[config.mk]
export PLATFORM = sky130hd
export DESIGN_NAME = tcc_timer16
export DESIGN_NICKNAME = d
export VERILOG_FILES = /design/src/common/tcc_pkg.sv /design/src/design/tcc_capture_filter.sv /design/src/design/tcc_timer16.sv
export SDC_FILE = /design/constraint.sdc
export NUM_CORES = 1
export LEC_CHECK = 0
export ABC_AREA = 0
export ABC_CLOCK_PERIOD_IN_PS = 2600
export BUFFER_PORTS_ARGS = -buffer_cell sky130_fd_sc_hd__buf_2
export CAP_MARGIN = 25
export CELL_PAD_IN_SITES_DETAIL_PLACEMENT = 0
export CELL_PAD_IN_SITES_GLOBAL_PLACEMENT = 1
export CORE_MARGIN = 4
export CORE_UTILIZATION = 41
export CTS_CLUSTER_SIZE = 16
export DETAILED_ROUTE_END_ITERATION = 8
export MAX_ROUTING_LAYER = met4
export PLACE_DENSITY = 0.75
export SLEW_MARGIN = 30
export SYNTH_ARGS = -nofsm -noshare
export SYNTH_HDL_FRONTEND = slang
export SYNTH_SLANG_ARGS = --single-unit
[constraint.sdc]
create_clock -name CLOCK -period 2.6 [get_ports CLOCK]
set_input_delay 0.39 -clock CLOCK [delete_from_list [all_inputs] [get_ports CLOCK]]
set_output_delay 0.39 -clock CLOCK [all_outputs]
set_load 0.005 [all_outputs]
[src/common/tcc_pkg.sv]
// How it works
// - filter output moves after four equal samples
// - filter adds four cycles of capture delay
// - edge select zero falling, one rising
// - capture copies counter and sets capture flag
// - capture pin ignored when capture is top
// - clock select codes stop, /1, /8../1024
// - codes 110/111 count external falling/rising edges
// - force bits act only in non-PWM modes
// - force applies compare action to output now
// - force sets no flag, clears no counter
// - force bits are strobes, read zero
// - low byte at base, high at base+1
// - shared high-byte holding register for 16-bit access
// - counter write blocks next timer-clock compare match
// - capture source is pin or comparator
// - wave mode sets top; counts up, clears at top in every mode
// - capture flag cleared by vector or one-write
// - compare-A flag set tick after equality
package tcc_pkg;

	// ************************************************************
	// register map
	// ************************************************************
	localparam logic [7:0] OFS_CTRL_A = 8'h80;
	localparam logic [7:0] OFS_CTRL_B = 8'h81;
	localparam logic [7:0] OFS_CTRL_C = 8'h82;
	localparam logic [7:0] OFS_COUNT = 8'h84;
	localparam logic [7:0] OFS_CAPTURE = 8'h86;
	localparam logic [7:0] OFS_COMPARE_A = 8'h88;
	localparam logic [7:0] OFS_FLAGS = 8'h8C;
	localparam logic [7:0] OFS_OPTION = 8'h8D;
	localparam logic [7:0] HIGH_BYTE_STEP = 8'h01;

	// ************************************************************
	// field positions and masks
	// ************************************************************
	localparam int unsigned B_NOISE_BIT = 7;
	localparam int unsigned B_EDGE_BIT = 6;
	localparam int unsigned B_WM3_BIT = 4;
	localparam int unsigned B_WM2_BIT = 3;
	localparam int unsigned B_CS_LSB = 0;
	localparam logic [7:0] CTRL_B_MASK = 8'hDF;
	localparam int unsigned A_ACT_A_LSB = 6;
	localparam int unsigned A_ACT_B_LSB = 4;
	localparam int unsigned A_WM_LSB = 0;
	localparam logic [7:0] CTRL_A_MASK = 8'hF3;
	localparam int unsigned C_FORCE_A_BIT = 7;
	localparam int unsigned C_FORCE_B_BIT = 6;
	localparam int unsigned F_CAPTURE_BIT = 5;
	localparam int unsigned F_COMPARE_A_BIT = 1;
	localparam int unsigned O_SRC_CMP_BIT = 0;

	// ************************************************************
	// reset values
	// ************************************************************
	localparam logic [7:0] RESET_BYTE = 8'h00;
	localparam logic [15:0] RESET_WORD = 16'h0000;

	// ************************************************************
	// clock select, prescaler, filter
	// ************************************************************
	typedef enum logic [2:0] {
		CS_STOP = 3'h0,
		CS_DIV1 = 3'h1,
		CS_DIV8 = 3'h2,
		CS_DIV64 = 3'h3,
		CS_DIV256 = 3'h4,
		CS_DIV1024 = 3'h5,
		CS_EXT_FALL = 3'h6,
		CS_EXT_RISE = 3'h7
	} tcc_clk_sel_t;
	localparam int unsigned PRESCALE_W = 10;
	localparam logic [9:0] MASK_DIV8 = 10'h007;
	localparam logic [9:0] MASK_DIV64 = 10'h03F;
	localparam logic [9:0] MASK_DIV256 = 10'h0FF;
	localparam logic [9:0] MASK_DIV1024 = 10'h3FF;
	localparam int unsigned FILTER_LEN = 4;

	// ************************************************************
	// wave modes, tops, output actions
	// ************************************************************
	localparam logic [3:0] MODE_NORMAL = 4'h0;
	localparam logic [3:0] MODE_CTC_CMPA = 4'h4;
	localparam logic [3:0] MODE_CTC_CAP = 4'hC;
	localparam logic [15:0] TOP_MAX = 16'hFFFF;
	localparam logic [15:0] TOP_8BIT = 16'h00FF;
	localparam logic [15:0] TOP_9BIT = 16'h01FF;
	localparam logic [15:0] TOP_10BIT = 16'h03FF;
	localparam logic [1:0] ACT_NONE = 2'h0;
	localparam logic [1:0] ACT_TOGGLE = 2'h1;
	localparam logic [1:0] ACT_CLEAR = 2'h2;
	localparam logic [1:0] ACT_SET = 2'h3;

	// capture front-end settings
	typedef struct packed {
		logic filter_en;
		logic rising;
	} tcc_cap_cfg_t;

endpackage : tcc_pkg

[src/design/tcc_capture_filter.sv]
// ************************************************************
// capture front end: sampling, noise filter, edge detect
// ************************************************************
module tcc_capture_filter (
	input wire logic clk,
	input wire logic rst_n,
	input tcc_pkg::tcc_cap_cfg_t cfg,
	input wire logic sample,
	output logic trigger
);

	typedef struct packed {
		logic raw;
		logic raw_d;
		logic [tcc_pkg::FILTER_LEN-1:0] hist;
		logic filt;
		logic level_prev;
		logic trig;
	} tcc_cap_state_t;

	tcc_cap_state_t st_r;
	tcc_cap_state_t st_nxt;
	logic level;

	// level chosen from delayed raw or filtered copy
	always_comb begin
		level = cfg.filter_en ? st_r.filt : st_r.raw_d;
		st_nxt = st_r;
		st_nxt.raw = sample;
		st_nxt.raw_d = st_r.raw;
		st_nxt.hist = {st_r.hist[tcc_pkg::FILTER_LEN-2:0], st_r.raw};
		// output moves only on a full run of equal samples
		if (&st_r.hist) begin
			st_nxt.filt = 1'b1;
		end else if (~|st_r.hist) begin
			st_nxt.filt = 1'b0;
		end
		st_nxt.level_prev = level;
		// rising when select is one, falling when zero
		st_nxt.trig = cfg.rising ? (level & ~st_r.level_prev)
			: (~level & st_r.level_prev);
	end

	// state register
	always_ff @(posedge clk) begin
		if (!rst_n) begin
			st_r <= '0;
		end else begin
			st_r <= st_nxt;
		end
	end

	assign trigger = st_r.trig;

endmodule : tcc_capture_filter

[src/design/tcc_timer16.sv]
// ************************************************************
// 16-bit timer: clock select, capture, compare A, byte access
// ************************************************************
//
// Implementation choice: strobed register access.
module tcc_timer16 (
	input wire logic CLOCK,
	input wire logic RST_N,
	input wire logic [7:0] ADDR,
	input wire logic [7:0] WR_DATA,
	input wire logic WR_EN,
	input wire logic RD_EN,
	output logic [7:0] RD_DATA,
	input wire logic CAPTURE_PIN,
	input wire logic EXT_COUNT_PIN,
	input wire logic COMPARATOR_IN,
	input wire logic CAPTURE_VECTOR_ACK,
	output logic WAVE_OUT_A,
	output logic WAVE_OUT_B,
	output logic CAPTURE_FLAG,
	output logic COMPARE_A_FLAG
);

	// ************************************************************
	// state
	// ************************************************************
	typedef struct packed {
		logic [7:0] ctrl_a;
		logic [7:0] ctrl_b;
		logic [15:0] count;
		logic [15:0] capture;
		logic [15:0] compare_a;
		logic [7:0] temp;
		logic src_cmp;
		logic [tcc_pkg::PRESCALE_W-1:0] prescale;
		logic ext_prev;
		logic block;
		logic cap_flag;
		logic cmpa_flag;
		logic wave_a;
		logic wave_b;
		logic [7:0] rd_data;
	} tcc_state_t;

	tcc_state_t st_r;
	tcc_state_t st_nxt;

	// ************************************************************
	// helpers
	// ************************************************************

	// top value for each wave mode
	function automatic logic [15:0] top_of(input logic [3:0] mode,
		input logic [15:0] cmpa, input logic [15:0] icr);
		logic [15:0] t;
		t = tcc_pkg::TOP_MAX;
		unique case (mode)
			4'h1, 4'h5: t = tcc_pkg::TOP_8BIT;
			4'h2, 4'h6: t = tcc_pkg::TOP_9BIT;
			4'h3, 4'h7: t = tcc_pkg::TOP_10BIT;
			4'h4, 4'h9, 4'hB, 4'hF: t = cmpa;
			4'h8, 4'hA, 4'hC, 4'hE: t = icr;
			default: t = tcc_pkg::TOP_MAX;
		endcase
		return t;
	endfunction : top_of

	// capture register serves as top
	function automatic logic cap_is_top(input logic [3:0] mode);
		return (mode == 4'h8) || (mode == 4'hA) || (mode == 4'hC)
			|| (mode == 4'hE);
	endfunction : cap_is_top

	// normal and clear-on-match modes
	function automatic logic non_pwm(input logic [3:0] mode);
		return (mode == tcc_pkg::MODE_NORMAL) || (mode == tcc_pkg::MODE_CTC_CMPA)
			|| (mode == tcc_pkg::MODE_CTC_CAP);
	endfunction : non_pwm

	// output action on a compare match
	function automatic logic apply_action(input logic [1:0] act, input logic cur);
		logic v;
		v = cur;
		unique case (act)
			tcc_pkg::ACT_NONE: v = cur;
			tcc_pkg::ACT_TOGGLE: v = ~cur;
			tcc_pkg::ACT_CLEAR: v = 1'b0;
			tcc_pkg::ACT_SET: v = 1'b1;
		endcase
		return v;
	endfunction : apply_action

	// ************************************************************
	// capture front end
	// ************************************************************
	tcc_pkg::tcc_cap_cfg_t cap_cfg;
	logic cap_src;
	logic cap_trig;

	// source mux and front-end settings
	always_comb begin
		cap_src = st_r.src_cmp ? COMPARATOR_IN : CAPTURE_PIN;
		cap_cfg.filter_en = st_r.ctrl_b[tcc_pkg::B_NOISE_BIT];
		cap_cfg.rising = st_r.ctrl_b[tcc_pkg::B_EDGE_BIT];
	end

	tcc_capture_filter u_cap (
		.clk(CLOCK),
		.rst_n(RST_N),
		.cfg(cap_cfg),
		.sample(cap_src),
		.trigger(cap_trig)
	);

	// ************************************************************
	// next-state logic
	// ************************************************************
	logic [3:0] mode;
	logic [2:0] cs;
	logic [1:0] act_a;
	logic [1:0] act_b;
	logic tick;
	logic [15:0] top;
	logic match_a;
	logic wr_hi;
	logic wr_lo;
	logic rd_lo;
	logic [15:0] rd_word;

	// decoded fields
	always_comb begin
		mode = {st_r.ctrl_b[tcc_pkg::B_WM3_BIT], st_r.ctrl_b[tcc_pkg::B_WM2_BIT],
			st_r.ctrl_a[tcc_pkg::A_WM_LSB +: 2]};
		cs = st_r.ctrl_b[tcc_pkg::B_CS_LSB +: 3];
		act_a = st_r.ctrl_a[tcc_pkg::A_ACT_A_LSB +: 2];
		act_b = st_r.ctrl_a[tcc_pkg::A_ACT_B_LSB +: 2];
		top = top_of(mode, st_r.compare_a, st_r.capture);
	end

	// timer clock enable from the selected source
	always_comb begin
		tick = 1'b0;
		unique case (tcc_pkg::tcc_clk_sel_t'(cs))
			tcc_pkg::CS_STOP: tick = 1'b0;
			tcc_pkg::CS_DIV1: tick = 1'b1;
			tcc_pkg::CS_DIV8: tick = (st_r.prescale & tcc_pkg::MASK_DIV8)
				== tcc_pkg::MASK_DIV8;
			tcc_pkg::CS_DIV64: tick = (st_r.prescale & tcc_pkg::MASK_DIV64)
				== tcc_pkg::MASK_DIV64;
			tcc_pkg::CS_DIV256: tick = (st_r.prescale & tcc_pkg::MASK_DIV256)
				== tcc_pkg::MASK_DIV256;
			tcc_pkg::CS_DIV1024: tick = st_r.prescale == tcc_pkg::MASK_DIV1024;
			// external pin: edge seen one clock after the pin moves
			tcc_pkg::CS_EXT_FALL: tick = st_r.ext_prev & ~EXT_COUNT_PIN;
			tcc_pkg::CS_EXT_RISE: tick = ~st_r.ext_prev & EXT_COUNT_PIN;
		endcase
	end

	// main update: flags, counter, capture, bus
	always_comb begin
		st_nxt = st_r;
		// free-running prescaler and external pin history
		st_nxt.prescale = st_r.prescale + 1'b1;
		st_nxt.ext_prev = EXT_COUNT_PIN;
		st_nxt.rd_data = tcc_pkg::RESET_BYTE;
		wr_hi = 1'b0;
		wr_lo = 1'b0;
		rd_lo = 1'b0;
		rd_word = tcc_pkg::RESET_WORD;
		// a counter write holds off the match on the next timer clock
		match_a = tick && (st_r.count == st_r.compare_a) && !st_r.block;

		// flag clears first so a same-cycle set wins
		if (CAPTURE_VECTOR_ACK) begin
			st_nxt.cap_flag = 1'b0;
		end
		// writing a one clears that flag
		if (WR_EN && ADDR == tcc_pkg::OFS_FLAGS) begin
			if (WR_DATA[tcc_pkg::F_CAPTURE_BIT]) begin
				st_nxt.cap_flag = 1'b0;
			end
			if (WR_DATA[tcc_pkg::F_COMPARE_A_BIT]) begin
				st_nxt.cmpa_flag = 1'b0;
			end
		end

		// counting and compare match on the timer clock
		if (tick) begin
			st_nxt.block = 1'b0;
			st_nxt.count = (st_r.count == top) ? tcc_pkg::RESET_WORD
				: st_r.count + 16'h0001;
			if (match_a) begin
				st_nxt.cmpa_flag = 1'b1;
				st_nxt.wave_a = apply_action(act_a, st_r.wave_a);
			end
			// capture register as top: flag marks reaching top
			if (cap_is_top(mode) && st_r.count == top) begin
				st_nxt.cap_flag = 1'b1;
			end
		end

		// capture event, unless capture register is top
		if (cap_trig && !cap_is_top(mode)) begin
			st_nxt.capture = st_r.count;
			st_nxt.cap_flag = 1'b1;
		end

		// register writes; 16-bit registers go through the shared holding byte
		if (WR_EN) begin
			unique case (ADDR)
				tcc_pkg::OFS_CTRL_A: st_nxt.ctrl_a = WR_DATA & tcc_pkg::CTRL_A_MASK;
				tcc_pkg::OFS_CTRL_B: st_nxt.ctrl_b = WR_DATA & tcc_pkg::CTRL_B_MASK;
				tcc_pkg::OFS_CTRL_C: begin
					// force strobes: output action only, no flag, no clear
					if (non_pwm(mode)) begin
						if (WR_DATA[tcc_pkg::C_FORCE_A_BIT]) begin
							st_nxt.wave_a = apply_action(act_a, st_nxt.wave_a);
						end
						if (WR_DATA[tcc_pkg::C_FORCE_B_BIT]) begin
							st_nxt.wave_b = apply_action(act_b, st_r.wave_b);
						end
					end
				end
				tcc_pkg::OFS_OPTION: st_nxt.src_cmp = WR_DATA[tcc_pkg::O_SRC_CMP_BIT];
				tcc_pkg::OFS_COUNT + tcc_pkg::HIGH_BYTE_STEP,
				tcc_pkg::OFS_CAPTURE + tcc_pkg::HIGH_BYTE_STEP,
				tcc_pkg::OFS_COMPARE_A + tcc_pkg::HIGH_BYTE_STEP: wr_hi = 1'b1;
				tcc_pkg::OFS_COUNT, tcc_pkg::OFS_CAPTURE,
				tcc_pkg::OFS_COMPARE_A: wr_lo = 1'b1;
				default: wr_hi = 1'b0;
			endcase
		end
		// high-byte writes only park data in the holding byte
		if (wr_hi) begin
			st_nxt.temp = WR_DATA;
		end
		if (wr_lo) begin
			// low byte commits both bytes together
			unique case (ADDR)
				tcc_pkg::OFS_COUNT: begin
					st_nxt.count = {st_r.temp, WR_DATA};
					st_nxt.block = 1'b1;
				end
				tcc_pkg::OFS_CAPTURE: st_nxt.capture = {st_r.temp, WR_DATA};
				default: st_nxt.compare_a = {st_r.temp, WR_DATA};
			endcase
		end

		// reads: data stand one cycle later
		if (RD_EN) begin
			unique case (ADDR)
				tcc_pkg::OFS_CTRL_A: st_nxt.rd_data = st_r.ctrl_a;
				tcc_pkg::OFS_CTRL_B: st_nxt.rd_data = st_r.ctrl_b;
				tcc_pkg::OFS_CTRL_C: st_nxt.rd_data = tcc_pkg::RESET_BYTE;
				tcc_pkg::OFS_OPTION: st_nxt.rd_data = {7'h00, st_r.src_cmp};
				tcc_pkg::OFS_FLAGS: begin
					st_nxt.rd_data[tcc_pkg::F_CAPTURE_BIT] = st_r.cap_flag;
					st_nxt.rd_data[tcc_pkg::F_COMPARE_A_BIT] = st_r.cmpa_flag;
				end
				tcc_pkg::OFS_COUNT + tcc_pkg::HIGH_BYTE_STEP,
				tcc_pkg::OFS_CAPTURE + tcc_pkg::HIGH_BYTE_STEP,
				tcc_pkg::OFS_COMPARE_A + tcc_pkg::HIGH_BYTE_STEP:
					st_nxt.rd_data = st_r.temp;
				tcc_pkg::OFS_COUNT: begin
					rd_lo = 1'b1;
					rd_word = st_r.count;
				end
				tcc_pkg::OFS_CAPTURE: begin
					rd_lo = 1'b1;
					rd_word = st_r.capture;
				end
				tcc_pkg::OFS_COMPARE_A: begin
					rd_lo = 1'b1;
					rd_word = st_r.compare_a;
				end
				default: st_nxt.rd_data = tcc_pkg::RESET_BYTE;
			endcase
		end
		// low-byte read returns the low byte and parks the high byte
		if (rd_lo) begin
			st_nxt.rd_data = rd_word[7:0];
			st_nxt.temp = rd_word[15:8];
		end
	end

	// ************************************************************
	// state register and outputs
	// ************************************************************

	// synchronous reset to all zero
	always_ff @(posedge CLOCK) begin
		if (!RST_N) begin
			st_r <= '0;
		end else begin
			st_r <= st_nxt;
		end
	end

	// outputs straight from the state flops
	assign RD_DATA = st_r.rd_data;
	assign WAVE_OUT_A = st_r.wave_a;
	assign WAVE_OUT_B = st_r.wave_b;
	assign CAPTURE_FLAG = st_r.cap_flag;
	assign COMPARE_A_FLAG = st_r.cmpa_flag;

endmodule : tcc_timer16

After elaboration in Yosys (flattened, before gate mapping)
Cells that the tools add are included.
{"block": "word_totals", "output_inout_bits": 12, "mem_bits_rw": 0, "in_bits": 24, "n_memories": 0, "reg_bits": 103, "mem_bits_ro": 0, "latchBits": 0, "word_cells": 161}
{"block": "classes", "reduce_logical": 32, "n_bitwise": 13, "add_sub_neg": 2, "n_mul": 0, "order_cmp": 0, "n_eq_ne": 45, "div": 0, "shift": 0, "n_mux": 48}
{"operator": "$mux 16", "n": 7}
{"operator": "$eq 8x8->1 const B", "n": 12}
{"operator": "$pmux 16 s5", "n": 1}
{"operator": "$mux 48", "n": 1}
{"operator": "$pmux 16 s3", "n": 1}
{"operator": "$eq 16x16->1", "n": 2}
{"operator": "$mux 8", "n": 4}
{"operator": "$eq 4x4->1 const B", "n": 7}
{"operator": "$mux 1", "n": 19}
{"operator": "$add 16x1->16 const B", "n": 1}
{"operator": "$eq 4x3->1 const B", "n": 4}
{"operator": "$pmux 1 s4", "n": 4}
{"operator": "$eq 3x3->1 const B", "n": 5}
{"operator": "$reduce_or 4->1", "n": 3}
{"operator": "$add 10x1->10 const B", "n": 1}
{"operator": "$eq 10x10->1 const B", "n": 1}
{"operator": "$mux 2", "n": 5}
{"operator": "$not 1->1", "n": 9}
{"operator": "$pmux 3 s3", "n": 1}
{"operator": "$eq 2x2->1 const B", "n": 4}
{"operator": "$eq 4x2->1 const B", "n": 2}
{"operator": "$pmux 1 s8", "n": 1}
{"operator": "$reduce_and 2->1", "n": 4}
{"operator": "$reduce_or 2->1", "n": 4}
{"operator": "20 further kinds", "n": 37}

Logic depth before layout (Yosys ltp)
{"block": "depth", "word_depth": 13, "ltp_mapped": 10, "depth_no_buf": 8}

Modules after synthesis
Synthesis repeated with hierarchy kept, for this count alone.
{"block": "hier_totals", "hier_cells": 753, "area_unflattened_um2": 5843.1}
{"mod": "tcc_timer16", "cells_per_inst": 731, "seq_area_each_um2": 1881.8, "area_per_inst_um2": 5587.9, "n_inst": 1}
{"mod": "tcc_capture_filter", "cells_per_inst": 22, "seq_area_each_um2": 160.2, "area_per_inst_um2": 255.2, "n_inst": 1}

Worst setup path before layout
Ideal clock, no wire load.
{"block": "synth_path", "kind": "input to register", "start": "input port ADDR[6]", "end": "register st_r[74] (netlist bit)", "setup_time_ns": 0.121, "arrival_time_ns": 2.343, "setup_slack_ns": 0.136, "t_required_ns": 2.479, "path_buffers": 3, "path_stages": 9, "cell_sequence": "or4b_1 > buf_2 > nor4_4 > nand2_2 > and2_1 > buf_2 > buf_2 > a32oi_1 > o21ai_2"}
{"block": "synth_via", "elab_chain_cells": 5, "word_cells_on_any_way": 8, "cone_classes": "3 x eq/ne; 4 x mux; 1 x reduce/logical"}
{"item": "from (decl)", "line": "tcc_timer16.sv:9", "text": "input wire logic [7:0] ADDR,"}
{"item": "$eq 8x8->1 (on tied branches)", "line": "tcc_timer16.sv:210, tcc_timer16.sv:239"}
{"item": "$reduce_or 3->1 (no line)"}
{"item": "$mux 1", "line": "tcc_timer16.sv:210", "text": "unique case (ADDR)"}
{"item": "$mux 1", "line": "tcc_timer16.sv:209", "text": "if (WR_EN) begin"}
{"item": "$mux 48 (*)", "line": "tcc_timer16.sv:237", "text": "if (wr_lo) begin"}
{"item": "to (signal assigned)", "line": "tcc_timer16.sv:295", "text": "st_r <= st_nxt;"}
{"item": "to (decl)", "line": "tcc_timer16.sv:45", "text": "tcc_state_t st_r;"}
Mark *: on every way between the ends. The rest lies on a longest branch, timed or not.
A chain may end at the register's enable or synchronous reset.

Final worst setup path
{"block": "layout_path", "start": "register st_r (netlist bit mode[3])", "end": "register st_r[80] (netlist bit)"}
{"block": "layout_via", "elab_chain_cells": 8, "word_cells_on_any_way": 25, "cone_classes": "15 x eq/ne; 5 x mux; 5 x reduce/logical"}
{"item": "$eq 4x4->1 (tied with other cells)", "line": "tcc_timer16.sv:57", "text": "unique case (mode)"}
{"item": "$reduce_or 4->1 / $reduce_or 2->1 (equally long branches)", "line": "tcc_timer16.sv:57"}
{"item": "$pmux 16 s5 (*)", "line": "tcc_timer16.sv:57"}
{"item": "$eq 16x16->1 (*)", "line": "tcc_timer16.sv:190", "text": "st_nxt.count = (st_r.count == top) ? tcc_pkg::RESET_WORD"}
{"item": "$mux 16 (*)", "line": "tcc_timer16.sv:190"}
{"item": "$mux 16 (*)", "line": "tcc_timer16.sv:188", "text": "if (tick) begin"}
{"item": "$mux 16", "line": "tcc_timer16.sv:239", "text": "unique case (ADDR)"}
{"item": "$mux 48 (*)", "line": "tcc_timer16.sv:237"}
Marks and branches as above.

==> flow_summary.toml <==
[finish]
n_antenna_cell = 0
drive_gt1_share_pct = 18.0
area_growth_pct = 13.6
nets = 778
fin_util_pct = 47.6
multiInputGateArea_sq_um = 3750
nFillCells = 1426
seq_area_sq_um = 2040
layoutNonFillerInstCount = 940

[setup_path]
cp.required_ps = 2840
startpoint_type = "flop"
crit_path_end_kind = "flop"
crit_fanout = 16
r2r_cells = 10
worstPathArrival_ps = 2720
path_class = "reg -> reg"
r2r_start = "mode[3]"
regToRegEndpoint = "st_r[80]"
regToRegSetupSlack_ps = 120

[power]
p_int_mw = 2.35
swShare_pct = 26.1
seq_power_share_pct = 50.4
p_leak_nw = 2.91
p_comb_share_pct = 6.8
power_frac_clock_pct = 42.8
ir_drop_v = 0.000342
power_density_nw_per_um2 = 457
power_switching_mw = 0.829

[die]
pin_count = 36
die_x_microns = 130
dieArea_sq_um = 16900
core_sq_um = 14600
initial_core_util_pct = 41.9
num_rows = 44
die_h_microns = 130

[yosys]
synth_cells = 730
ys_async_sr_fraction_pct = 0
yosysWarningCount = 0
ys_ff_latch = 102
syn-mean-instance-area_sq_um = 8.38
seq_area_frac_synth_pct = 33.4
synth.largest_area_cell = "dfxtp_1"
ys.flop_type = "dfxtp_1"
synth_top_area_share_pct = 33.4
synth_area_leaders = "dfxtp_1, mux2i_1, xor2_1"
synth_most_common_cell = "dfxtp_1"
syn_nets = 757
syn_area_sq_um = 6120
synth_edf_count = 0
ys_types = 71
synth_top_cells_by_count = "dfxtp_1, nand2_1, clkbuf_1, nand3_1"

[timing]
whs_ps = 253
setup_slack_ps = 123
tightest_slew_ps = 806
post-route-min-period_ps = 2480
finalHoldViolCount = 0
drv_slew = 0
setup_viol = 0
post-route-period-util_pct = 95.3
rsz0062_at_grt = "true"
relSlewSlack_pct = 46.2
finClkSkew_ps = 9.04
clock.fmax_ghz = 0.404

[placement]
place_congestion = 0.961
dpl.hpwl_microns = 13700
io_buffers = 35
dp_slack_ps = -34.2
place_inst = 922

[clocking]
cts_buffer_depth = 2
cts.clk_slew.worst_paths_ps = 70
clkLatencyLatePin_ps = 360
clock_sinks = 102
root_buffer = "clkbuf_16"
cts_htree_levels = 3
cts_tree = "done"
numCtsBuffers = 9
ctsHoldBuffers = 0

[hold_path]
min-delay-start = "EXT_COUNT_PIN"
worstHoldPathType = "in -> reg"
hold_end = "st_r[13]"
whs_path_depth = 2

[global_routing]
grt_start_max_net_pins = 93
antenna_found_initial = 0
overflow = 0
grt_pass1_wl_microns = 30100
grt_use_total_pct = 23.8
grt_pass1_vias = 5410

[detailed_routing]
vias_per_cell = 6.10
wire_per_inst_microns = 20.5
met3WireLength_microns = 1300
vias = 5738
wl_met1_microns = 8990
top_layer_used = "met4"
wirelength_microns = 19300
wl_met2_microns = 8470
postRouteAntennaNets = 0
dr.pass1.iters = 6
drc = 0
drt_iter0_drc = 751

[flow_run]
drv_cap = 0

[status]
status = "complete, no violations"
==> sequential cells by signal (all words and copies together) (netlist names) <==
name	flops
act_b	2
u_cap.st_nxt	4
cap_cfg	2
st_r	69
u_cap.st_r	3
COMPARE_A_FLAG	1
RD_DATA	8
WAVE_OUT_B	1
act_a	2
WAVE_OUT_A	1
CAPTURE_FLAG	1
mode	4
cs	3
u_cap.trigger	1
==> cell usage in the layout, fill, tap and decap left out, drive strengths merged, types with 3 or more instances in the layout <==
| master | n |
|---|---|
| a211o | 3 |
| o22ai | 8 |
| nor2 | 23 |
| dfxtp | 102 |
| xnor2 | 6 |
| nand4 | 8 |
| or2 | 3 |
| nand3 | 55 |
| nand2 | 84 |
| a211oi | 5 |
| clkbuf | 10 |
| a22oi | 6 |
| nor2b | 37 |
| mux2i | 36 |
| xor2 | 37 |
| nor3 | 13 |
| a32oi | 14 |
| nor4 | 18 |
| or4 | 3 |
| nand4b | 3 |
| nand3b | 7 |
| a21oi | 11 |
| ha | 3 |
| a222oi | 15 |
| o32ai | 4 |
| o21ai | 29 |
| a22o | 6 |
| a21boi | 16 |
| o211ai | 3 |
| nand2b | 3 |
| a221oi | 3 |
| nor3b | 3 |
| buf | 87 |
| o211a | 16 |
| inv | 8 |
| and2 | 22 |
| and3 | 15 |
==> power groups by stage <==
| stage | combinational, mW | sequential (mW) | clock [mW] |
|---|---|---|---|
| after floorplan | 0.129 | 1.63 | 0 |
| after global placement | 0.208 | 1.64 | 0 |
| after detailed placement | 0.209 | 1.64 | 0 |
| after CTS | 0.212 | 1.60 | 1.39 |
| after global routing | 0.234 | 1.60 | 1.45 |
| final | 0.216 | 1.60 | 1.36 |
==> worst max path at each step <==
| stage | from | endpoint | slack, ps | cells after the start |
|---|---|---|---|---|
| after floorplan | ADDR[6] | st_r[74] | 140 | 9 |
| after global placement | st_r[14] | WAVE_OUT_A | 30 | 8 |
| after detailed placement | st_r[14] | WAVE_OUT_A | -30 | 8 |
| after CTS | mode[1] | st_r[80] | 40 | 9 |
| after global routing | mode[3] | st_r[67] | -9 | 10 |
| final | mode[3] | st_r[80] | 120 | 10 |
==> worst max-delay path, stage by stage, from the launching register on <==
cell and delay (ps):
dfxtp_1 310, buf_4 190, nor2b_2 200, buf_4 180
a211o_1 290, a21oi_1 140, xor2_1 190, nand4_1 190
nor4_4 340, buf_12 200, o21ai_0 100
==> metrics by stage <==
step	total power, mW	cell area [sq um]	TNS, ps
after global placement	1.84	6600	0
final	3.18	6950	0
after detailed placement	1.85	6600	-34.2
after global routing	3.29	6950	-8.56
after CTS	3.20	6900	0
after floorplan	1.75	6120	0
==> routing by layer <==
metal | up-vias | track usage [%]
met5 | - | -
met4 | 0 | 8.74
met3 | 37 | 5.53
met2 | 223 | 33.9
met1 | 2775 | 32.8
li1 | 2703 | -
==> cell type report <==
class / count / area share (%)
Tap cell: 184 / 3.31
Inverter: 5 / 0.270
Clock buffer: 10 / 3.44
Sequential cell: 102 / 29.4
Clock inverter: 6 / 0.756
Multi-Input combinational cell: 546 / 54.0
Timing Repair Buffer: 87 / 8.86
==> cells by family after synthesis <==
group,count (synthesis),synth area share [%]
AND/OR/NAND/NOR,308,27.8
AO/OA/AOI/OAI,155,20.0
flip-flops,102,33.4
buffers and inverters,82,6.07
XOR/XNOR,43,6.16
multiplexers,37,6.07
adder cells (fa/ha/maj),3,0.614
==> timing repair <==
action / 4_1_cts / 5_1_grt
pin swaps: 0 / 3
gates cloned: 0 / 0
buffers inserted: 0 / 2
endpoints found under the setup margin: 1 / 17
gates resized for setup: 1 / 10
No activity file was read; power rests on OpenSTA's default activity.
